$ cat src/pkg/otr_pkg.sv
package otr_pkg;

  localparam int PCLK_HZ   = 250_000_000;
  localparam int MFRAME_HZ = 2_000;
  localparam int FRAME_HZ  = 8_000;
  localparam int ETH25_HZ  = 25_000_000;
  localparam int ETH50_HZ  = 50_000_000;
  localparam int ETH62_HZ  = 62_500_000;
  localparam int ETH125_HZ = 125_000_000;

  // period in pclk cycles; all divide exactly at 250 MHz
  localparam int MFRAME_CYC = PCLK_HZ / MFRAME_HZ;
  localparam int FRAME_CYC  = PCLK_HZ / FRAME_HZ;
  localparam int ETH25_CYC  = PCLK_HZ / ETH25_HZ;
  localparam int ETH50_CYC  = PCLK_HZ / ETH50_HZ;
  localparam int ETH62_CYC  = PCLK_HZ / ETH62_HZ;
  localparam int ETH125_CYC = PCLK_HZ / ETH125_HZ;

  localparam int DIV_W = 17;

  localparam logic [7:0] RATE_CFG_OFS = 8'h00;
  localparam logic [7:0] OUT_CTL_OFS  = 8'h04;
  localparam logic [7:0] STATUS_OFS   = 8'h08;

  localparam int RATE_CODE_LSB   = 4;
  localparam int ETH_SEL_BIT     = 1;
  localparam int ETH_APLL_EN_BIT = 6;

  localparam logic [7:0] RATE_CFG_RST = 8'h80;
  localparam logic [7:0] OUT_CTL_RST  = 8'h00;

  // divisors applied to the multiplier ticks, per code
  localparam logic [4:0] MAIN_DIV_5 = 5'h01;
  localparam logic [4:0] MAIN_DIV_6 = 5'h02;
  localparam logic [4:0] MAIN_DIV_7 = 5'h03;
  localparam logic [4:0] MAIN_DIV_8 = 5'h04;
  localparam logic [4:0] MAIN_DIV_9 = 5'h06;
  localparam logic [4:0] MAIN_DIV_A = 5'h08;
  localparam logic [4:0] AUX_DIV_B  = 5'h01;
  localparam logic [4:0] AUX_DIV_C  = 5'h02;
  localparam logic [4:0] AUX_DIV_D  = 5'h10;
  localparam logic [4:0] AUX_DIV_E  = 5'h04;
  localparam logic [4:0] AUX_DIV_F  = 5'h08;

  typedef enum logic [2:0] {
    SRC_OFF, SRC_MFRAME, SRC_FRAME, SRC_DIG2, SRC_DIG1, SRC_MAIN, SRC_AUX, SRC_ETH
  } otr_src_t;

  typedef struct packed {
    otr_src_t   src;
    logic [4:0] div;
  } otr_route_t;

  function automatic otr_route_t otr_decode(input logic eth, input logic [3:0] code);
    otr_route_t r;
    r.src = SRC_OFF;
    r.div = 5'h01;
    if (eth) begin
      r.src = SRC_ETH;
    end else begin
      unique case (code)
        4'h0: r.src = SRC_OFF;
        4'h1: r.src = SRC_MFRAME;
        4'h2: r.src = SRC_FRAME;
        4'h3: r.src = SRC_DIG2;
        4'h4: r.src = SRC_DIG1;
        4'h5: begin r.src = SRC_MAIN; r.div = MAIN_DIV_5; end
        4'h6: begin r.src = SRC_MAIN; r.div = MAIN_DIV_6; end
        4'h7: begin r.src = SRC_MAIN; r.div = MAIN_DIV_7; end
        4'h8: begin r.src = SRC_MAIN; r.div = MAIN_DIV_8; end
        4'h9: begin r.src = SRC_MAIN; r.div = MAIN_DIV_9; end
        4'ha: begin r.src = SRC_MAIN; r.div = MAIN_DIV_A; end
        4'hb: begin r.src = SRC_AUX;  r.div = AUX_DIV_B;  end
        4'hc: begin r.src = SRC_AUX;  r.div = AUX_DIV_C;  end
        4'hd: begin r.src = SRC_AUX;  r.div = AUX_DIV_D;  end
        4'he: begin r.src = SRC_AUX;  r.div = AUX_DIV_E;  end
        4'hf: begin r.src = SRC_AUX;  r.div = AUX_DIV_F;  end
      endcase
    end
    return r;
  endfunction

  function automatic logic [DIV_W-1:0] otr_eth_div(input logic [1:0] sel);
    logic [DIV_W-1:0] d;
    d = DIV_W'(ETH25_CYC);
    unique case (sel)
      2'h0: d = DIV_W'(ETH25_CYC);
      2'h1: d = DIV_W'(ETH50_CYC);
      2'h2: d = DIV_W'(ETH62_CYC);
      2'h3: d = DIV_W'(ETH125_CYC);
    endcase
    return d;
  endfunction

endpackage

$ cat src/otr_tick_div.sv
`timescale 1ns/1ps
`default_nettype none
module otr_tick_div
  import otr_pkg::*;
#(
  parameter int W = DIV_W
) (
  input  wire logic         pclk,
  input  wire logic         presetn,
  input  wire logic         tick_in,
  input  wire logic [W-1:0] divisor,
  output logic              tick_out
);

  // refused at elaboration: a one-bit count cannot divide
  if (W < 2) begin
    $error("otr_tick_div: W must be at least 2");
  end

  typedef struct packed {
    logic [W-1:0] cnt;
    logic         tick;
  } otr_div_st_t;

  otr_div_st_t st_r;
  otr_div_st_t st_nxt;

  always_comb begin
    st_nxt      = st_r;
    st_nxt.tick = 1'b0;
    if (tick_in) begin
      // a shrinking divisor must not strand the count above it
      if (st_r.cnt + W'(1) >= divisor) begin
        st_nxt.cnt  = '0;
        st_nxt.tick = 1'b1;
      end else begin
        st_nxt.cnt = st_r.cnt + W'(1);
      end
    end
  end

  always_ff @(posedge pclk or negedge presetn) begin
    if (!presetn) begin
      st_r <= '0;
    end else begin
      st_r <= st_nxt;
    end
  end

  assign tick_out = st_r.tick;

endmodule
`default_nettype wire

$ cat src/otr_out_stage.sv
`timescale 1ns/1ps
`default_nettype none
module otr_out_stage
  import otr_pkg::*;
(
  input  wire logic     pclk,
  input  wire logic     presetn,
  input  wire otr_src_t src,
  input  wire logic     eth_apll_on,
  input  wire logic     mframe_tick,
  input  wire logic     frame_tick,
  input  wire logic     dig2_tick,
  input  wire logic     dig1_tick,
  input  wire logic     main_tick,
  input  wire logic     aux_tick,
  input  wire logic     eth_tick,
  output logic          out_tick,
  output logic          out_enable
);

  typedef struct packed {
    logic tick;
    logic en;
  } otr_out_st_t;

  otr_out_st_t st_r;
  otr_out_st_t st_nxt;

  always_comb begin
    st_nxt.en   = 1'b1;
    st_nxt.tick = 1'b0;
    unique case (src)
      SRC_OFF:    st_nxt.en = 1'b0;
      SRC_MFRAME: st_nxt.tick = mframe_tick;
      SRC_FRAME:  st_nxt.tick = frame_tick;
      SRC_DIG2:   st_nxt.tick = dig2_tick;
      SRC_DIG1:   st_nxt.tick = dig1_tick;
      SRC_MAIN:   st_nxt.tick = main_tick;
      SRC_AUX:    st_nxt.tick = aux_tick;
      SRC_ETH: begin
        // no ethernet rate without its multiplier running
        st_nxt.en   = eth_apll_on;
        st_nxt.tick = eth_tick & eth_apll_on;
      end
    endcase
  end

  always_ff @(posedge pclk or negedge presetn) begin
    if (!presetn) begin
      st_r <= '0;
    end else begin
      st_r <= st_nxt;
    end
  end

  assign out_tick   = st_r.tick;
  assign out_enable = st_r.en;

endmodule
`default_nettype wire

$ cat src/otr_rate_select.sv
// Design decisions made here: the placing of the registers and the APB interface to the registers.
`timescale 1ns/1ps
`default_nettype none
module otr_rate_select
  import otr_pkg::*;
#(
  parameter int MFRAME_DIV = MFRAME_CYC,
  parameter int FRAME_DIV  = FRAME_CYC
) (
  input  wire logic        pclk,
  input  wire logic        presetn,
  input  wire logic        psel,
  input  wire logic        penable,
  input  wire logic        pwrite,
  input  wire logic [7:0]  paddr,
  input  wire logic [31:0] pwdata,
  output logic [31:0]      prdata,
  output logic             pready,
  output logic             pslverr,
  input  wire logic        main_path_multiplier_tick,
  input  wire logic        auxiliary_path_multiplier_tick,
  input  wire logic        first_digital_generator_tick,
  input  wire logic        second_digital_generator_tick,
  output logic             second_output_tick,
  output logic             second_output_enable,
  output logic             eth_apll_enable
);

  // refused at elaboration: the dividers count in DIV_W bits
  if (MFRAME_DIV < 2 || MFRAME_DIV >= (1 << DIV_W)) begin
    $error("otr_rate_select: MFRAME_DIV out of range");
  end
  if (FRAME_DIV < 2 || FRAME_DIV >= (1 << DIV_W)) begin
    $error("otr_rate_select: FRAME_DIV out of range");
  end

  typedef struct packed {
    logic [7:0]  cfg;
    logic [7:0]  ctl;
    logic [31:0] rdata;
    logic        slverr;
  } otr_st_t;

  otr_st_t st_r;
  otr_st_t st_nxt;

  logic       setup;
  logic       access_wr;
  logic       hit;
  logic [3:0] code;
  logic       eth_sel;
  logic       eth_on;
  otr_route_t route;
  logic       mframe_tick;
  logic       frame_tick;
  logic       main_tick;
  logic       aux_tick;
  logic       eth_tick;
  logic       out_tick;
  logic       out_en;

  assign code    = st_r.cfg[RATE_CODE_LSB +: 4];
  assign eth_sel = st_r.ctl[ETH_SEL_BIT];
  assign eth_on  = st_r.ctl[ETH_APLL_EN_BIT];
  assign route   = otr_decode(eth_sel, code);

  assign setup     = psel & ~penable;
  assign access_wr = psel & penable & pwrite;
  assign hit       = (paddr == RATE_CFG_OFS) || (paddr == OUT_CTL_OFS)
                     || (paddr == STATUS_OFS);

  // read data and error are latched in setup so the access needs no wait
  always_comb begin
    st_nxt = st_r;
    if (setup) begin
      st_nxt.slverr = ~hit | (pwrite & (paddr == STATUS_OFS));
      st_nxt.rdata  = 32'h0000_0000;
      if (!pwrite) begin
        unique case (paddr)
          RATE_CFG_OFS: st_nxt.rdata = {24'h00_0000, st_r.cfg};
          OUT_CTL_OFS:  st_nxt.rdata = {24'h00_0000, st_r.ctl};
          STATUS_OFS:   st_nxt.rdata = {27'h000_0000, out_en, route.src, out_tick};
          default:      st_nxt.rdata = 32'h0000_0000;
        endcase
      end
    end
    if (access_wr) begin
      if (paddr == RATE_CFG_OFS) begin
        st_nxt.cfg = pwdata[7:0];
      end
      if (paddr == OUT_CTL_OFS) begin
        st_nxt.ctl = pwdata[7:0];
      end
    end
  end

  always_ff @(posedge pclk or negedge presetn) begin
    if (!presetn) begin
      st_r.cfg    <= RATE_CFG_RST;
      st_r.ctl    <= OUT_CTL_RST;
      st_r.rdata  <= 32'h0000_0000;
      st_r.slverr <= 1'b0;
    end else begin
      st_r <= st_nxt;
    end
  end

  assign pready  = 1'b1;
  assign prdata  = st_r.rdata;
  assign pslverr = st_r.slverr & psel & penable;

  otr_tick_div u_mframe (
    .pclk     (pclk),
    .presetn  (presetn),
    .tick_in  (1'b1),
    .divisor  (DIV_W'(MFRAME_DIV)),
    .tick_out (mframe_tick)
  );

  otr_tick_div u_frame (
    .pclk     (pclk),
    .presetn  (presetn),
    .tick_in  (1'b1),
    .divisor  (DIV_W'(FRAME_DIV)),
    .tick_out (frame_tick)
  );

  otr_tick_div u_main (
    .pclk     (pclk),
    .presetn  (presetn),
    .tick_in  (main_path_multiplier_tick),
    .divisor  ({{(DIV_W-5){1'b0}}, route.div}),
    .tick_out (main_tick)
  );

  otr_tick_div u_aux (
    .pclk     (pclk),
    .presetn  (presetn),
    .tick_in  (auxiliary_path_multiplier_tick),
    .divisor  ({{(DIV_W-5){1'b0}}, route.div}),
    .tick_out (aux_tick)
  );

  // stalls while the ethernet multiplier is off
  otr_tick_div u_eth (
    .pclk     (pclk),
    .presetn  (presetn),
    .tick_in  (eth_on),
    .divisor  (otr_eth_div(code[1:0])),
    .tick_out (eth_tick)
  );

  otr_out_stage u_out (
    .pclk        (pclk),
    .presetn     (presetn),
    .src         (route.src),
    .eth_apll_on (eth_on),
    .mframe_tick (mframe_tick),
    .frame_tick  (frame_tick),
    .dig2_tick   (second_digital_generator_tick),
    .dig1_tick   (first_digital_generator_tick),
    .main_tick   (main_tick),
    .aux_tick    (aux_tick),
    .eth_tick    (eth_tick),
    .out_tick    (out_tick),
    .out_enable  (out_en)
  );

  assign second_output_tick   = out_tick;
  assign second_output_enable = out_en;
  assign eth_apll_enable      = eth_on;

endmodule
`default_nettype wire

$ cat config.mk
export PLATFORM = sky130hd
export DESIGN_NAME = otr_rate_select
export DESIGN_NICKNAME = d
export VERILOG_FILES = /design/src/pkg/otr_pkg.sv /design/src/otr_tick_div.sv /design/src/otr_out_stage.sv /design/src/otr_rate_select.sv
export SDC_FILE = /design/constraint.sdc
export NUM_CORES = 1
export LEC_CHECK = 0
export BUFFER_PORTS_ARGS = -buffer_cell sky130_fd_sc_hd__buf_2
export CORE_MARGIN = 4
export CORE_UTILIZATION = 35
export DETAILED_ROUTE_END_ITERATION = 10
export SYNTH_ARGS = -nofsm -noshare
export SYNTH_HDL_FRONTEND = slang
export SYNTH_SLANG_ARGS = --single-unit
$ cat constraint.sdc
create_clock -name pclk -period 4.6 [get_ports pclk]
set_input_delay 0.46 -clock pclk [delete_from_list [all_inputs] [get_ports pclk]]
set_output_delay 0.46 -clock pclk [all_outputs]
set_load 0.1 [all_outputs]
==> run_results.csv, run 1 <==
group,metric,value,unit
yosys,synth_area_per_cell,9.51,µm²
floorplan,ios,86,
drt,drtIter0Drc,200,
clocking,post_cts_buffers,0,
drt,dr_wl_met3,485,µm
worst_setup_path,crit_arrival,3.23,ns
global_route,grt_pass1_wl,24200,µm
yosys,synth_ff_type,"dfrtp_1",
worst_setup_path,cp.required,4.93,ns
power,switching_share,26.4,%
finish,drive_gt1_share,12.0,%
finish,seq_area,0.00293,mm²
timing,fmax,0.345,GHz
worst_setup_path,worstPathCellList,"ha_1 > and2_1 > o31ai_1 > a21o_1 > ha_1 > nand2b_1 > a21oi_1 > o21ai_0 > a2111oi_4 > nand3_1 > o2bb2ai_1",
global_route,grt_antenna_before_repair,1,
yosys,synth_cell_types,75,
power,p_int,2.08,mW
drt,via_per_inst,5.08,
drt,met2_length,6620,µm
drt,drt_wl_total,14000,µm
drt,maxUsedRoutingLayer,"met5",
finish,fillers,1935,
power,p_leak,3.44,nW
yosys,ys_ff_latch,117,
timing,setup_violations,0,
clocking,clk_pin_slew,0.05,ns
timing,finalCriticalPeriod,2.90,ns
worst_setup_path,path_buf_inv,0,
yosys,yosysSeqAreaShare,41.9,%
global_route,grt_max_degree,73,
clocking,ctsHoldBuffers,0,
timing,rsz0062_at_grt,"no",
timing,tightest_slew,1.08,ns
worst_setup_path,critPathMaxStageDelay,0.44,ns
power,ir_drop,0.000234,V
global_route,track_usage,13.1,%
place,port_buffers,36,
worst_setup_path,start_kind,"flip-flop",
timing,whs,0.171,ns
drt,vias,5266,
drt,met1Wirelength,6730,µm
worst_setup_path,worst_path_max_delay_cell,"dfrtp_1",
clocking,cts_tree,"yes",
finish,multiInputGateArea,0.00369,mm²
worst_setup_path,path_max_fanout,7,
clocking,worst_skew_pair.late_latency,0.41,ns
timing,finClkSkew,0.00704,ns
worst_setup_path,worst-setup-path-type,"flip-flop to flip-flop",
min_path,worstHoldPathType,"input port to asynchronous set/reset pin",
clocking,h-tree-depth,4,
floorplan,dieWidth,149,µm
power,p_seq_share,38.6,%
global_route,grt_pass1_vias,5057,
timing,fin_crit_sh,63.0,%
place,dpl.hpwl,9720,µm
timing,fin_tns_setup,0,ns
worst_setup_path,critPathMostFrequentCell,"ha_1",
finish,syn_to_final_growth,12.9,%
power,p_comb_share,12.3,%
timing,finalHoldViolCount,0,
drt,post_drt_wl_per_cell,13.5,µm
finish,diodes,0,
floorplan,fp.dieH,149,µm
floorplan,fp-row-count,51,
place,place_congestion,0.765,
floorplan,core,0.0195,mm²
drt,first_pass_iters,4,
clocking,clockBufferDepth,2,
run_status,status,"completed",
drt,drc_errors,0,
timing,slew_viol_final,0,
run,cap_violations,0,
power,clkPwrFrac,49.1,%
drt,ant_nets,0,
power,p_switching,0.745,mW
yosys,synth_edf_count,0,
floorplan,dieArea,0.0223,mm²
yosys,syn-instance-count,735,
yosys,yosys_warnings,0,
power,powerDensity,358,mW/mm²
finish,final_util,40.4,%
worst_setup_path,cp-end-kind,"flip-flop",
worst_setup_path,cp_top_family,"compound AO/OA/AOI/OAI gates",
global_route,overflow,0,
yosys,syn_area,0.00699,mm²
finish,finalNetCount,834,
worst_setup_path,reg2regPathDepth,11,
yosys,async_reset_ff_share,100,%
clocking,cts-buffers-inserted,17,
clocking,root_buffer,"clkbuf_16",
timing,slew_headroom,28.2,%
clocking,clock-sinks,117,
floorplan,initial_utilization,35.8,%
clocking,cts_resized,0,
worst_setup_path,cp.depth,11,
[state kept, by name, indices dropped and copies added, names as in the netlist, 4 cells and up]
signal	flops
code	4
prdata	8
st_r	11
u_aux.st_r	17
u_eth.st_r	17
u_frame.st_r	17
u_main.st_r	17
u_mframe.st_r	17
[cell usage after synthesis (all sizes together), types with 3 or more instances]
cell type | n | share of area, %
o22ai | 8 | 0.72
buf | 41 | 4.1
clkbuf | 18 | 0.97
nand2 | 48 | 2.6
mux2i | 13 | 1.9
and3 | 18 | 1.6
a2111oi | 4 | 0.88
nor2b | 41 | 3.7
nor4 | 20 | 1.8
nand4 | 23 | 2.1
xnor2 | 24 | 3.0
a211oi | 5 | 0.61
o21a | 8 | 0.86
o21bai | 3 | 0.32
a31oi | 11 | 0.98
or3 | 6 | 0.54
dfrtp | 116 | 42
xor2 | 15 | 1.9
ha | 26 | 4.7
nand3b | 3 | 0.32
o21ai | 23 | 1.6
nor2 | 52 | 2.8
nand3 | 29 | 2.1
mux2 | 18 | 2.9
a22o | 7 | 0.88
a21o | 5 | 0.54
o2bb2ai | 3 | 0.38
nand4b | 3 | 0.38
nor4b | 6 | 0.75
inv | 28 | 1.5
a21oi | 16 | 1.1
and4 | 5 | 0.63
a41oi | 4 | 0.50
nor3 | 25 | 1.9
nand2b | 11 | 0.98
and2 | 8 | 0.72
[stage by stage]
step	std cells	setup WS [ns]	instance area, µm²	power (mW)
2_1_floorplan	760	2.03	7080	1.39
3_3_place_gp	1005	1.76	7270	1.45
3_5_place_dp	1005	1.72	7270	1.46
4_1_cts	1037	1.69	7890	2.86
5_1_grt	1037	1.38	7890	2.95
6_report	1037	1.70	7890	2.83
[layer usage]
| layer | track usage [%] | up-vias |
|---|---|---|
| met5 | 0 | - |
| met4 | 3.75 | 2 |
| met3 | 3.56 | 18 |
| met2 | 20.8 | 63 |
| met1 | 17.8 | 2518 |
| li1 | - | 2665 |
[path summary, 6_finish.rpt]
check / to / start / slack [ns]
min in group pclk: code[1] / pwdata[5] / 0.28
setup / recovery: u_main.st_r[2] / code[0] / 1.70
max in group asynchronous: code[3] / presetn / 3.44
setup reg to reg: u_main.st_r[2] / code[0] / 1.70
hold / removal: u_aux.st_r[15] / presetn / 0.17
hold reg to reg: prdata[1] / prdata[1] / 0.47
[power by group through the flow]
stage	clock network [mW]	registers, mW	logic [mW]
detailed placement	0	1.11	0.351
floorplan	0	1.11	0.278
CTS	1.42	1.09	0.352
global route	1.47	1.09	0.388
global placement	0	1.11	0.349
finish	1.39	1.09	0.347
[area by class of cell]
| class | count | share of cell area [%] |
|---|---|---|
| Clock buffer | 24 | 6.36 |
| Clock inverter | 8 | 1.52 |
| Inverter | 29 | 1.38 |
| Multi-Input combinational cell | 555 | 46.8 |
| Sequential cell | 117 | 37.1 |
| Tap cell | 265 | 4.20 |
| Timing Repair Buffer | 39 | 2.60 |
[cell families after synthesis]
group	Yosys count	synth area share (%)
DFF	117	41.9
muxes	31	4.76
xor gates and xnor gates	39	4.89
AOI/OAI and AO/OA	125	13.1
other	2	0.107
and+or+nand+nor	307	23.9
buffers and inverters	88	6.61
adders and majority gates	26	4.66
[cells in the final DEF (no fill, tap or decap), types with 22 or more instances in the layout]
cell type / Yosys / routed
dfrtp_1: 116 / 116
nor2_1: 52 / 52
nand2_1: 48 / 48
nor2b_1: 41 / 41
buf_2: 6 / 35
nand3_1: 29 / 29
inv_1: 28 / 28
conb_1: 2 / 27
ha_1: 26 / 26
xnor2_1: 24 / 24
nor3_1: 24 / 24
nand4_1: 22 / 22
Note: power is estimated with default switching activity, not from simulation.
==> run 2: changes to the inputs <==
- clock period: 4.6 -> 2.5 ns (I/O delays scaled with it)
==> run_results.csv, run 2 (same netlist as run 1, synthesis figures left out) <==
group,metric,value,unit
worst_setup_path,cp-end-kind,"flip-flop",
drt,met2_length,6970,µm
timing,worst_slack,-0.0668,ns
timing,whs,0.0599,ns
finish,drive_gt1_share,20.9,%
place,place_congestion,0.820,
timing,finalCriticalPeriod,2.57,ns
place,dp_slack,-0.207,ns
power,clkPwrFrac,45.3,%
worst_setup_path,r2r_start,"code[0]",
run_status,failed_checks,"negative setup slack",
floorplan,ios,86,
worst_setup_path,crit_arrival,2.90,ns
drt,dr_wl_met3,453,µm
clocking,clockBufferDepth,2,
drt,met1Wirelength,7060,µm
run,cap_violations,0,
worst_setup_path,rr_endpoint,"u_main.st_r[3]",
clocking,cts-buffers-inserted,17,
finish,layout_common_cells,"115 x dfrtp_1, 57 x buf_4, 52 x nor2_1",
timing,setup_violations,5,
global_route,grt_max_degree,56,
worst_setup_path,critPathMaxStageDelay,0.45,ns
worst_setup_path,cp.required,2.84,ns
power,ir_drop,0.000520,V
global_route,overflow,0,
worst_setup_path,path_max_fanout,5,
drt,via_per_inst,5.01,
finish,final_common_cell,"dfrtp_1",
global_route,track_usage,13.9,%
min_path,worstHoldPathType,"input port to flip-flop",
power,p_switching,1.50,mW
finish,syn_to_final_growth,20.4,%
worst_setup_path,worst-setup-path-type,"flip-flop to flip-flop",
drt,drt_wl_total,14600,µm
run_status,status,"finished, violations left",
power,switching_share,29.4,%
power,powerDensity,605,mW/mm²
power,p_seq_share,39.1,%
clocking,root_buffer,"clkbuf_16",
drt,ant_nets,0,
power,totalPowerFinal,5.09,mW
global_route,grt_antenna_before_repair,1,
clocking,clock-sinks,117,
timing,finalHoldViolCount,0,
drt,maxUsedRoutingLayer,"met5",
timing,tightest_slew,0.670,ns
floorplan,fp.dieH,149,µm
place,dpl.hpwl,10200,µm
worst_setup_path,worstPathCellList,"ha_4 > buf_4 > nor2b_1 > o21ai_0 > a21o_1 > ha_1 > nand2b_4 > a21oi_2 > o21ai_2 > a2111oi_4 > a41oi_2 > o22ai_1",
timing,finClkSkew,0.00999,ns
clocking,cts_tree,"yes",
min_path,hp-start,"pwdata[0]",
worst_setup_path,reg2regPathDepth,12,
drt,drc_errors,0,
timing,rsz0062_at_grt,"yes",
clocking,clk_pin_slew,0.06,ns
floorplan,dieArea,0.0223,mm²
floorplan,dieWidth,149,µm
timing,fin_crit_sh,103,%
drt,first_pass_iters,4,
power,p_int,3.59,mW
power,p_comb_share,15.6,%
place,port_buffers,36,
timing,slew_headroom,55.3,%
worst_setup_path,start_kind,"flip-flop",
clocking,h-tree-depth,4,
drt,post_drt_wl_per_cell,13.4,µm
worst_setup_path,worst_path_max_delay_cell,"dfrtp_2",
worst_setup_path,r2r_setup_slack,-0.07,ns
floorplan,fp-row-count,51,
floorplan,core,0.0195,mm²
finish,diodes,0,
global_route,grt_pass1_wl,25500,µm
finish,finalNetCount,889,
min_path,min_to,"st_r[33]",
timing,fmax,0.390,GHz
floorplan,initial_utilization,35.8,%
drt,drtIter0Drc,252,
power,p_leak,3.69,nW
min_path,min_path_cells,2,
clocking,worst_skew_pair.late_latency,0.42,ns
global_route,grt_pass1_vias,5336,
drt,vias,5467,
timing,slew_viol_final,0,
==> run 2: cell count changes in the layout (fill, tap and decap cells not counted), sizes merged <==
cell,change
clkbuf,-7
bufinv,-2
inv,+3
buf,+54
clkinv,+3
dlygate4sd3,+1
clkinvlp,+3
==> run 2: cell type report <==
type                    instances  area (µm²)
inverters                      29         109
repair buffers                 94         633
clock buffers                  17         425
multi-input cells             555        3850
well taps                     265         332
clock inverters                15         131
fillers                      1909       11100
flip-flops and latches        117        2930
==> run 2: worst max-delay path, delay by kind of cell (launching register included) <==
kind	cells	cell delay, ns
compound gates	7	1.25
fa+ha+maj	2	0.44
buf+inv	1	0.13
flops	1	0.45
simple gates	2	0.23
==> run 2: what timing repair did <==
| item | 4_1_cts | 5_1_grt |
|---|---|---|
| buffers inserted | 3 | 3 |
| pin swaps | 16 | 10 |
| endpoints found under the hold margin | 39 | 0 |
| resized for setup | 13 | 21 |
| hold buffers | 1 | 0 |
| endpoints found under the setup margin | 26 | 46 |
==> run 2: worst max path at each step <==
stage | end | cells after the start | slack [ns] | startpoint
finish | u_main.st_r[3] | 12 | -0.07 | code[0]
global route | u_main.st_r[4] | 11 | -0.17 | code[0]
CTS | u_main.st_r[3] | 11 | -0.10 | code[0]
detailed placement | u_main.st_r[5] | 11 | -0.21 | code[0]
global placement | u_main.st_r[4] | 11 | -0.15 | code[0]
floorplan | u_main.st_r[3] | 11 | 0.03 | code[0]
==> run 2: per-layer routing <==
| metal | up-vias | GRT usage, % |
|---|---|---|
| met2 | 71 | 21.2 |
| met1 | 2613 | 19.6 |
| met3 | 17 | 3.13 |
| met5 | - | 0 |
| li1 | 2764 | - |
| met4 | 2 | 4.62 |
==> run 2: metrics by stage <==
step / instances / utilization, % / area, µm² / TNS (ns)
after floorplan: 760 / - / 7080 / 0
final: 1092 / 43.1 / 8410 / -0.219
after global placement: 1053 / 39.1 / 7640 / -0.934
after global routing: 1092 / 43.1 / 8410 / -1.13
after detailed placement: 1053 / 39.1 / 7640 / -1.26
after CTS: 1089 / 42.4 / 8280 / -0.343
==> run 2: power groups by stage <==
stage	logic, mW	registers [mW]	clock network [mW]
final	0.795	1.99	2.30
after global routing	0.874	2.00	2.48
after CTS	0.766	1.99	2.37
after detailed placement	0.701	2.02	0
after global placement	0.698	2.02	0
after floorplan	0.508	2.05	0
